### config.mk
export PLATFORM = sky130hd
export DESIGN_NAME = odsi_core
export DESIGN_NICKNAME = d
export VERILOG_FILES = /design/src/odsi_pkg.sv /design/src/odsi_fifo.sv /design/src/odsi_core.sv
export SDC_FILE = /design/constraint.sdc
export NUM_CORES = 1
export LEC_CHECK = 0
export BUFFER_PORTS_ARGS = -buffer_cell sky130_fd_sc_hd__buf_2
export CORE_MARGIN = 2
export CORE_UTILIZATION = 45
export DETAILED_ROUTE_END_ITERATION = 12
export PLACE_DENSITY_LB_ADDON = 0.15
export SYNTH_ARGS = -nofsm -noshare
export SYNTH_HDL_FRONTEND = slang
export SYNTH_SLANG_ARGS = --single-unit
### constraint.sdc
create_clock -name CORE_CLK -period 18.73 [get_ports CORE_CLK]
set_input_delay 1.873 -clock CORE_CLK [delete_from_list [all_inputs] [get_ports CORE_CLK]]
set_output_delay 1.873 -clock CORE_CLK [all_outputs]
set_load 0.01 [all_outputs]
### src/odsi_pkg.sv
// Purpose: Shared constants for the octal converter serial write interface
// Assumes: CORE_CLK at 25 MHz, link clock sampled as a plain input
// Notes:   Command layout of the 16-bit frame and edge counts live here
package odsi_pkg;
  localparam int          FRAME_BITS     = 16;          // Bits in one frame
  localparam int          CODE_BITS      = 10;          // Converter resolution
  localparam int          CHAN_COUNT     = 8;           // Independent channels
  localparam int          CHAN_BITS      = 3;           // Channel select width
  localparam int          CMD_MSB        = 15;          // Top bit of frame
  localparam int          CMD_NIB_LSB    = 12;          // Low bit of top nibble
  localparam int          ADDR_MSB       = 14;          // Channel field top
  localparam int          ADDR_LSB       = 12;          // Channel field bottom
  localparam int          DATA_MSB       = 11;          // Code field top
  localparam int          CODE_LSB       = 2;           // Code sits left aligned in 11:0
  localparam logic [3:0]  NIB_REG_ONLY   = 4'h8;        // Select register-only mode
  localparam logic [3:0]  NIB_WRITE_THRU = 4'h9;        // Select write-through mode
  localparam logic [7:0]  EDGE_ABORT     = 8'h0E;       // Fewer than this many edges aborts
  localparam logic [7:0]  EDGE_FRAME     = 8'h10;       // Edges in a complete frame
  localparam logic [7:0]  EDGE_CHAIN_HI  = 8'h0F;       // Chain output rises on this edge
  localparam logic [7:0]  EDGE_CHAIN_ON  = 8'h11;       // Past this edge the stream passes
  localparam logic [7:0]  EDGE_MAX       = 8'hFF;       // Counter saturation
  localparam logic [9:0]  CODE_RESET     = 10'h000;     // Channel code after reset
  localparam int          FIFO_DEPTH     = 8;           // Command buffer depth
endpackage : odsi_pkg

### src/odsi_fifo.sv
// Purpose: Small synchronous FIFO carrying captured frames to the executor
// Assumes: One clock, asynchronous active-high reset
// Notes:   Read data come out of a register; full and empty are exact
module odsi_fifo #(
  parameter int WIDTH = 16,
  parameter int DEPTH = 8
) (
  // Clock and reset
  input  wire logic             clk,
  input  wire logic             rst,
  // Fill side
  input  wire logic             in_valid,
  output logic                  in_ready,
  input  wire logic [WIDTH-1:0] in_data,
  // Drain side
  output logic                  out_valid,
  input  wire logic             out_ready,
  output logic      [WIDTH-1:0] out_data
);
  localparam int AW = $clog2(DEPTH);
  logic [WIDTH-1:0] mem [DEPTH];     // Storage words
  logic [AW-1:0]    wr_ptr_ff;       // Next slot to fill
  logic [AW-1:0]    rd_ptr_ff;       // Next slot to drain
  logic [AW:0]      count_ff;        // Words held, head included
  logic             push;
  logic             pop;

  // Head word sits in the output register, so out_valid means count nonzero
  // Full compares the whole count, not a pointer-width copy that wraps to zero
  assign in_ready  = (count_ff != (AW+1)'(DEPTH));
  assign out_valid = (count_ff != '0);
  assign push      = in_valid && in_ready;
  assign pop       = out_valid && out_ready;

  // Storage write, no reset needed on data
  always_ff @(posedge clk) begin
    if (push) begin
      mem[wr_ptr_ff] <= in_data;
    end
  end

  // Pointers and fill level
  always_ff @(posedge clk or posedge rst) begin
    if (rst) begin
      wr_ptr_ff <= '0;
      rd_ptr_ff <= '0;
      count_ff  <= '0;
    end else begin
      if (push) begin
        wr_ptr_ff <= (wr_ptr_ff == AW'(DEPTH - 1)) ? '0 : wr_ptr_ff + 1'b1;
      end
      if (pop) begin
        rd_ptr_ff <= (rd_ptr_ff == AW'(DEPTH - 1)) ? '0 : rd_ptr_ff + 1'b1;
      end
      count_ff <= count_ff + (AW+1)'(push) - (AW+1)'(pop);
    end
  end

  // Registered read port, loads the next memory word on a pop, or the incoming word when it becomes the head
  always_ff @(posedge clk or posedge rst) begin
    if (rst) begin
      out_data <= '0;
    end else if (push && (count_ff == '0 || (pop && count_ff == (AW+1)'(1)))) begin
      out_data <= in_data;
    end else if (pop) begin
      out_data <= mem[(rd_ptr_ff == AW'(DEPTH - 1)) ? '0 : rd_ptr_ff + 1'b1];
    end
  end
endmodule : odsi_fifo

### src/odsi_core.sv
// Purpose: Serial write port and channel code registers of an octal converter
// Assumes: Link clock, frame sync and data come from outside and are synchronised
// Notes:   Frames are captured on link falling edges and executed on sync rise
//
// Contract
// - Valid frame: sixteen falling clock edges, sync low
// - Shift data in on each falling edge
// - Sixteenth falling edge captures last bit
// - Sync rise executes complete frame command
// - Early sync rise aborts, discards bits
// - Past edge 17, input passes to output; here DOUT already carries the first bit from fall 16
// - Codes are unsigned binary 0 to 1023
// - Eight channels, each own 10-bit register
// - Mode decides immediate or deferred output update; register-only writes never reach CHAN_OUT here
// - Wake begins at the ending sync rise
// - Nibble 1000 register-only, 1001 write-through, persistent
// - Power-up starts in register-only mode
// - Top bit zero writes selected channel code
// - Chain output: low 14, high 15th, then data
module odsi_core
  import odsi_pkg::*;
(
  // Clock and reset
  input  wire logic                                        CORE_CLK,
  input  wire logic                                        RESET,
  // Serial link from the host
  input  wire logic                                        SCLK,
  input  wire logic                                        SYNC_N,
  input  wire logic                                        DIN,
  // Chain output
  output logic                                             DOUT,
  // Converter side
  output logic [odsi_pkg::CHAN_COUNT*odsi_pkg::CODE_BITS-1:0] CHAN_REG,
  output logic [odsi_pkg::CHAN_COUNT*odsi_pkg::CODE_BITS-1:0] CHAN_OUT,
  output logic [odsi_pkg::CHAN_COUNT-1:0]                  CHAN_WAKE,
  output logic                                             WRITE_THROUGH,
  output logic                                             FRAME_DROP
);
  import odsi_pkg::*;

  typedef enum logic [1:0] {
    ODSI_IDLE  = 2'b00,  // Sync high, waiting
    ODSI_SHIFT = 2'b01,  // Sync low, bits arriving
    ODSI_DONE  = 2'b11   // Sync rose, deciding
  } odsi_state_t;

  // Synchronisers: first stage read only by second stage
  logic                  sclk_meta_ff;   // Link clock stage 1
  logic                  sync_meta_ff;   // Sync stage 1
  logic                  din_meta_ff;    // Data stage 1
  logic [1:0]            sclk_sync_ff;   // Index 0 synced, 1 previous
  logic [1:0]            sync_sync_ff;   // Sync stage 2 and its history
  logic [0:0]            din_sync_ff;    // Data stage 2, no edge needed
  logic                  sclk_fall;      // Falling link edge seen
  logic                  sync_fall;      // Frame start
  logic                  sync_rise;      // Frame end

  odsi_state_t           state_ff;       // Frame state
  odsi_state_t           nxt_state;
  logic [FRAME_BITS-1:0] shift_ff;       // Input shift register
  logic [7:0]            edge_cnt_ff;    // Falling edges this frame
  logic [FRAME_BITS-2:0] chain_ff;       // Delay line, fifteen falls deep
  logic                  fifo_in_ready;  // Executor can take a frame
  logic                  fifo_out_valid;
  logic [FRAME_BITS-1:0] fifo_out_data;
  logic                  push_ff;        // Frame offered to FIFO
  logic [FRAME_BITS-1:0] push_data_ff;
  logic [CODE_BITS-1:0]  code_reg_ff [CHAN_COUNT];  // Channel registers
  logic [CODE_BITS-1:0]  code_out_ff [CHAN_COUNT];  // Converter inputs
  logic                  mode_wt_ff;     // High in write-through mode

  // Extract the code field; low two bits of the field are don't care
  function automatic logic [CODE_BITS-1:0] frame_code(input logic [FRAME_BITS-1:0] f);
    frame_code = f[DATA_MSB:CODE_LSB];
  endfunction : frame_code

  // Two-stage synchronisers, then an edge history stage
  always_ff @(posedge CORE_CLK or posedge RESET) begin
    if (RESET) begin
      sclk_meta_ff <= 1'b1;                // Idle high, no false edge after reset
      sync_meta_ff <= 1'b1;
      din_meta_ff  <= 1'b0;
      sclk_sync_ff <= 2'h3;
      sync_sync_ff <= 2'h3;
      din_sync_ff  <= 1'h0;
    end else begin
      sclk_meta_ff <= SCLK;
      sync_meta_ff <= SYNC_N;
      din_meta_ff  <= DIN;
      sclk_sync_ff <= {sclk_sync_ff[0], sclk_meta_ff};
      sync_sync_ff <= {sync_sync_ff[0], sync_meta_ff};
      din_sync_ff  <= din_meta_ff;
    end
  end

  // Edges come from synced stage 0 versus its previous value
  assign sclk_fall = sclk_sync_ff[1] && !sclk_sync_ff[0];
  assign sync_fall = sync_sync_ff[1] && !sync_sync_ff[0];
  assign sync_rise = !sync_sync_ff[1] && sync_sync_ff[0];

  // Frame state decision
  always_comb begin
    nxt_state = state_ff;
    case (state_ff)
      ODSI_IDLE: begin
        if (sync_fall) begin
          nxt_state = ODSI_SHIFT;
        end
      end
      ODSI_SHIFT: begin
        if (sync_rise) begin
          nxt_state = ODSI_DONE;
        end
      end
      ODSI_DONE: begin
        nxt_state = ODSI_IDLE;
      end
      default: begin
        nxt_state = ODSI_IDLE;
      end
    endcase
  end

  always_ff @(posedge CORE_CLK or posedge RESET) begin
    if (RESET) begin
      state_ff <= ODSI_IDLE;
    end else begin
      state_ff <= nxt_state;
    end
  end

  // Shift register and edge count; clock fall with sync still low only
  always_ff @(posedge CORE_CLK or posedge RESET) begin
    if (RESET) begin
      shift_ff    <= '0;
      edge_cnt_ff <= 8'h00;
    end else if (state_ff == ODSI_IDLE && sync_fall) begin
      edge_cnt_ff <= 8'h00;                               // Fresh frame, count cleared; old shift bits stay until shifted out
    end else if (state_ff == ODSI_SHIFT && sclk_fall && !sync_sync_ff[0]) begin
      if (edge_cnt_ff < EDGE_FRAME) begin
        shift_ff <= {shift_ff[FRAME_BITS-2:0], din_sync_ff[0]};
      end
      if (edge_cnt_ff != EDGE_MAX) begin
        edge_cnt_ff <= edge_cnt_ff + 8'h01;
      end
    end
  end

  // Chain output: low, high on edge 15, then the first bits received
  always_ff @(posedge CORE_CLK or posedge RESET) begin
    if (RESET) begin
      chain_ff <= '0;
      DOUT     <= 1'b0;
    end else if (state_ff == ODSI_IDLE && sync_fall) begin
      chain_ff <= '0;
      DOUT     <= 1'b0;
    end else if (state_ff == ODSI_SHIFT && sclk_fall && !sync_sync_ff[0]) begin
      chain_ff <= {chain_ff[FRAME_BITS-3:0], din_sync_ff[0]};
      if (edge_cnt_ff + 8'h01 < EDGE_CHAIN_HI) begin
        DOUT <= 1'b0;
      end else if (edge_cnt_ff + 8'h01 == EDGE_CHAIN_HI) begin
        DOUT <= 1'b1;
      end else begin
        DOUT <= chain_ff[FRAME_BITS-2];                  // First bit leaves on fall 16
      end
    end
  end

  // Hand a complete frame to the FIFO on sync rise; short or long ones drop
  always_ff @(posedge CORE_CLK or posedge RESET) begin
    if (RESET) begin
      push_ff      <= 1'b0;
      push_data_ff <= '0;
      FRAME_DROP   <= 1'b0;
    end else begin
      push_ff    <= 1'b0;
      FRAME_DROP <= 1'b0;
      if (state_ff == ODSI_SHIFT && sync_rise) begin
        if (edge_cnt_ff == EDGE_FRAME && fifo_in_ready) begin
          push_ff      <= 1'b1;
          push_data_ff <= shift_ff;
        end else begin
          FRAME_DROP <= 1'b1;
        end
      end
    end
  end

  odsi_fifo #(
    .WIDTH (FRAME_BITS),
    .DEPTH (FIFO_DEPTH)
  ) u_fifo (
    .clk       (CORE_CLK),
    .rst       (RESET),
    .in_valid  (push_ff),
    .in_ready  (fifo_in_ready),
    .in_data   (push_data_ff),
    .out_valid (fifo_out_valid),
    .out_ready (1'b1),
    .out_data  (fifo_out_data)
  );

  // Command execution: mode change or channel write
  always_ff @(posedge CORE_CLK or posedge RESET) begin
    if (RESET) begin
      mode_wt_ff <= 1'b0;
      CHAN_WAKE  <= '0;
      for (int i = 0; i < CHAN_COUNT; i++) begin
        code_reg_ff[i] <= CODE_RESET;
        code_out_ff[i] <= CODE_RESET;
      end
    end else begin
      CHAN_WAKE <= '0;
      if (fifo_out_valid) begin
        if (!fifo_out_data[CMD_MSB]) begin
          code_reg_ff[fifo_out_data[ADDR_MSB:ADDR_LSB]] <= frame_code(fifo_out_data);
          if (mode_wt_ff) begin
            code_out_ff[fifo_out_data[ADDR_MSB:ADDR_LSB]] <= frame_code(fifo_out_data);
            CHAN_WAKE[fifo_out_data[ADDR_MSB:ADDR_LSB]] <= 1'b1;
          end
        end else if (fifo_out_data[CMD_MSB:CMD_NIB_LSB] == NIB_REG_ONLY) begin
          mode_wt_ff <= 1'b0;
        end else if (fifo_out_data[CMD_MSB:CMD_NIB_LSB] == NIB_WRITE_THRU) begin
          mode_wt_ff <= 1'b1;
        end
      end
    end
  end

  // Flatten registers onto ports
  always_ff @(posedge CORE_CLK or posedge RESET) begin
    if (RESET) begin
      CHAN_REG      <= '0;
      CHAN_OUT      <= '0;
      WRITE_THROUGH <= 1'b0;
    end else begin
      WRITE_THROUGH <= mode_wt_ff;
      for (int i = 0; i < CHAN_COUNT; i++) begin
        CHAN_REG[i*CODE_BITS +: CODE_BITS] <= code_reg_ff[i];
        CHAN_OUT[i*CODE_BITS +: CODE_BITS] <= code_out_ff[i];
      end
    end
  end
endmodule : odsi_core

==> results.py <==
metrics = {
    "synthesis": {
        "synth_area_per_cell_um2": 17.1,
        "synth_area_um2": 18400,
        "synthDistinctLibCells": 53,
        "synthArstFlopShare_pct": 78.9,
        "synth.top_cell.area_share_pct": 56.2,
        "synth-warning-count": 0,
        "netlist_top_cells_area": "dfrtp_1, edfxtp_1, mux2_2, mux4_2, nand2_1",
        "synth.yosys.seq_area_share_pct": 75.3,
        "ys_ff_latch": 532,
        "synthFlopType": "dfrtp_1",
        "synth_area_leader_cell": "dfrtp_1",
        "syn-num-nets": 1098,
        "synth-edff-count": 112,
        "syn-instance-count": 1079,
    },
    "timing": {
        "max-slew-margin-rel_pct": 20.0,
        "finalSetupTns_ns": 0,
        "rsz0062_at_grt": "false",
        "fin_ws_ns": 15.70,
        "min_period_over_period_pct": 16.2,
        "slew_viol_final": 0,
        "final.min_clock_period_ns": 3.03,
        "finalHoldViolations": 0,
        "clock.fmax_mhz": 330,
        "setup_viol": 0,
        "worst_pin_slew_ns": 1.19,
        "timing.hold.ws_ns": 0.349,
        "skew_ns": 0.0129,
    },
    "setup_path": {
        "worstPathRequired_ns": 16.86,
        "reg2reg_to": "u_fifo.out_data[7]",
        "critPathTopFamily": "flip-flops",
        "r2r_start": "u_fifo.rd_ptr_ff[0]",
        "cp.arrival_ns": 1.15,
        "slowest_delay_ns": 0.41,
        "path_cells": "buf_2",
        "crit_path_end_kind": "output port",
        "critPathKind": "reg -> out",
        "cpMaxStageDelayCell": "dfrtp_1",
        "path_buf_inv": 1,
        "startpoint_type": "register",
        "rrSetupSlack_ns": 15.80,
        "r2r_cells": 8,
        "cp_max_fo": 1,
    },
    "pwr": {
        "pwr_density_cell_nw_per_um2": 107,
        "p_leak_nw": 10.6,
        "totalPowerFinal_mw": 2.31,
        "vdd_drop_max_uv": 66.2,
    },
    "clock_network": {
        "cts_setup_buffers": 0,
        "clk_pin_slew_worst_paths_ns": 0.06,
        "cts_tree": "yes",
        "cts.sinks": 532,
        "clock-root-buffer": "clkbuf_16",
        "cts-resized-gates": 0,
        "cts_hold_buf": 0,
        "clockBufferDepth": 3,
        "h-tree-depth": 2,
        "numCtsBuffers": 52,
        "clock_latency_ns": 0.59,
    },
    "worst_hold_path": {
        "hp-class": "reg -> reg",
        "whs_endpoint": "din_sync_ff",
        "hold_start": "din_meta_ff",
        "min_path_cells": 0,
    },
    "global_route": {
        "grt_pass1_wl_mm": 55.8,
        "grt_pass1_vias": 9422,
        "grt_start_max_net_pins": 145,
        "grt-ovfl-total": 0,
        "grt_use_total_pct": 17.2,
        "antenna_found_initial": 0,
    },
    "place": {
        "post_dp_cell_area_um2": 19900,
        "place_hpwl_mm": 22.3,
        "dp.cells": 1754,
        "pre_cts_ws_ns": 14.99,
        "io_buffers": 175,
        "gp_congestion": 0.717,
    },
    "detailed_routing": {
        "postRouteAntennaNets": 0,
        "via_count": 9305,
        "drt-total-wl_mm": 35.6,
        "drc_errors": 0,
        "drtPass1Iterations": 5,
        "avgRoutedWirePerCell_um": 19.3,
        "viasPerCell": 5.03,
        "first_iter_violations": 421,
    },
    "run_status": {
        "run_status": "completed",
    },
    "floorplan": {
        "die_area_um2": 42600,
        "start_util_pct": 45.4,
        "pin_count": 176,
        "rows": 74,
        "core_um2": 40600,
        "fp.dieW_um": 206,
        "die_y_um": 206,
    },
    "layout": {
        "design_area_um2": 21600,
        "diodes": 0,
        "area_growth_pct": 17.3,
        "stdcell_count": 1850,
        "num-nets-final": 1295,
        "fin_util_pct": 53.2,
        "drive_gt1_share_pct": 38.0,
    },
    "flow_run": {
        "maxCapViolations": 0,
    },
}
[area by class of cell]
cell class              count  area, µm²
well taps                 532        666
clock buffers              75       1510
flip-flops and latches    532      13900
inverters                  19       78.8
repair buffers            189        981
multi-input cells         482       4300
fillers                  3331      19000
clock inverters            21        218
[where the power goes]
part	switching (mW)	internal (mW)	leakage, nW
clock network	0.430	0.604	0.852
registers	0.0205	1.19	6.90
logic	0.0435	0.0215	2.87
total	0.494	1.82	10.6
[synth_stat cells (6+ instances only)]
library cell  instances
dfrtp_1             414
mux2_2              181
edfxtp_1            112
nand2_1              79
o21ai_0              33
clkbuf_1             25
nor2_1               22
a21oi_1              21
mux4_2               21
inv_1                18
buf_2                14
ha_1                 13
mux2_1               12
nand2b_1             11
o211ai_1             11
xor2_1                9
nand3_1               7
nor3_1                7
dfstp_2               6
o22ai_1               6
[sequential cells by signal, summed over array words and instances (netlist names), 2 cells and up]
name              count
CHAN_OUT             80
CHAN_REG             80
CHAN_WAKE             8
chain_ff             15
code_out_ff          80
code_reg_ff          80
edge_cnt_ff           8
push_data_ff         14
sclk_sync_ff          2
shift_ff             16
state_ff              2
sync_sync_ff          2
u_fifo.count_ff       4
u_fifo.mem          112
u_fifo.out_data      14
u_fifo.rd_ptr_ff      3
u_fifo.wr_ptr_ff      3
[worst register-to-register path, stage by stage (launching register included)]
cell and delay [ns]:
dfrtp_1 0.63, ha_1 0.34, ha_1 0.73, buf_4 0.39, mux4_2 0.35, nand2_1 0.09, nand2_1 0.06, a21oi_1 0.14
o21ai_0 0.09
[metal layers]
metal	global-route usage, %	up-vias	wire length [µm]
met4	5.26	0	527
met1	25.1	4826	16800
met2	26.7	194	16600
met3	2.92	42	1710
li1	-	4243	-
met5	0	-	0
[worst max path at each step]
stage,startpoint,end,slack (ns),cells after the start
after CTS,RESET,code_out_ff[76],15.63,3
after global routing,RESET,CHAN_REG[53],15.36,3
after global placement,RESET,push_data_ff[7],14.99,3
final,CHAN_REG[8],CHAN_REG[8],15.70,1
after detailed placement,RESET,CHAN_REG[16],14.99,3
after floorplan,RESET,CHAN_OUT[0],5.18,1
[placed cells by master (no fill, tap or decap), types with 12 or more instances in the layout]
| cell | Yosys | layout |
|---|---|---|
| nand2_1 | 79 | 79 |
| o21ai_0 | 33 | 32 |
| edfxtp_1 | 112 | 112 |
| nor2_1 | 22 | 21 |
| dfrtp_1 | 414 | 414 |
| mux4_2 | 21 | 21 |
| buf_2 | 14 | 175 |
| ha_1 | 13 | 13 |
| clkbuf_1 | 25 | 12 |
| buf_4 | 3 | 14 |
| a21oi_1 | 21 | 21 |
| inv_1 | 18 | 17 |
| mux2_1 | 12 | 12 |
| clkbuf_16 | 0 | 53 |
| mux2_2 | 181 | 181 |
[logic make-up (layout without fill, tap and decap cells)]
logic type                 after synthesis  in the layout  synth area share, %
AOI/OAI and AO/OA                       85             85                 2.71
xor gates and xnor gates                10             10                0.475
adders and majority gates               14             14                0.991
buffers and inverters                   65            304                 1.56
DFF                                    532            532                 75.3
muxes                                  218            218                 14.7
and+or+nand+nor                        155            155                 4.23
No activity file was read; power rests on OpenSTA's default activity.
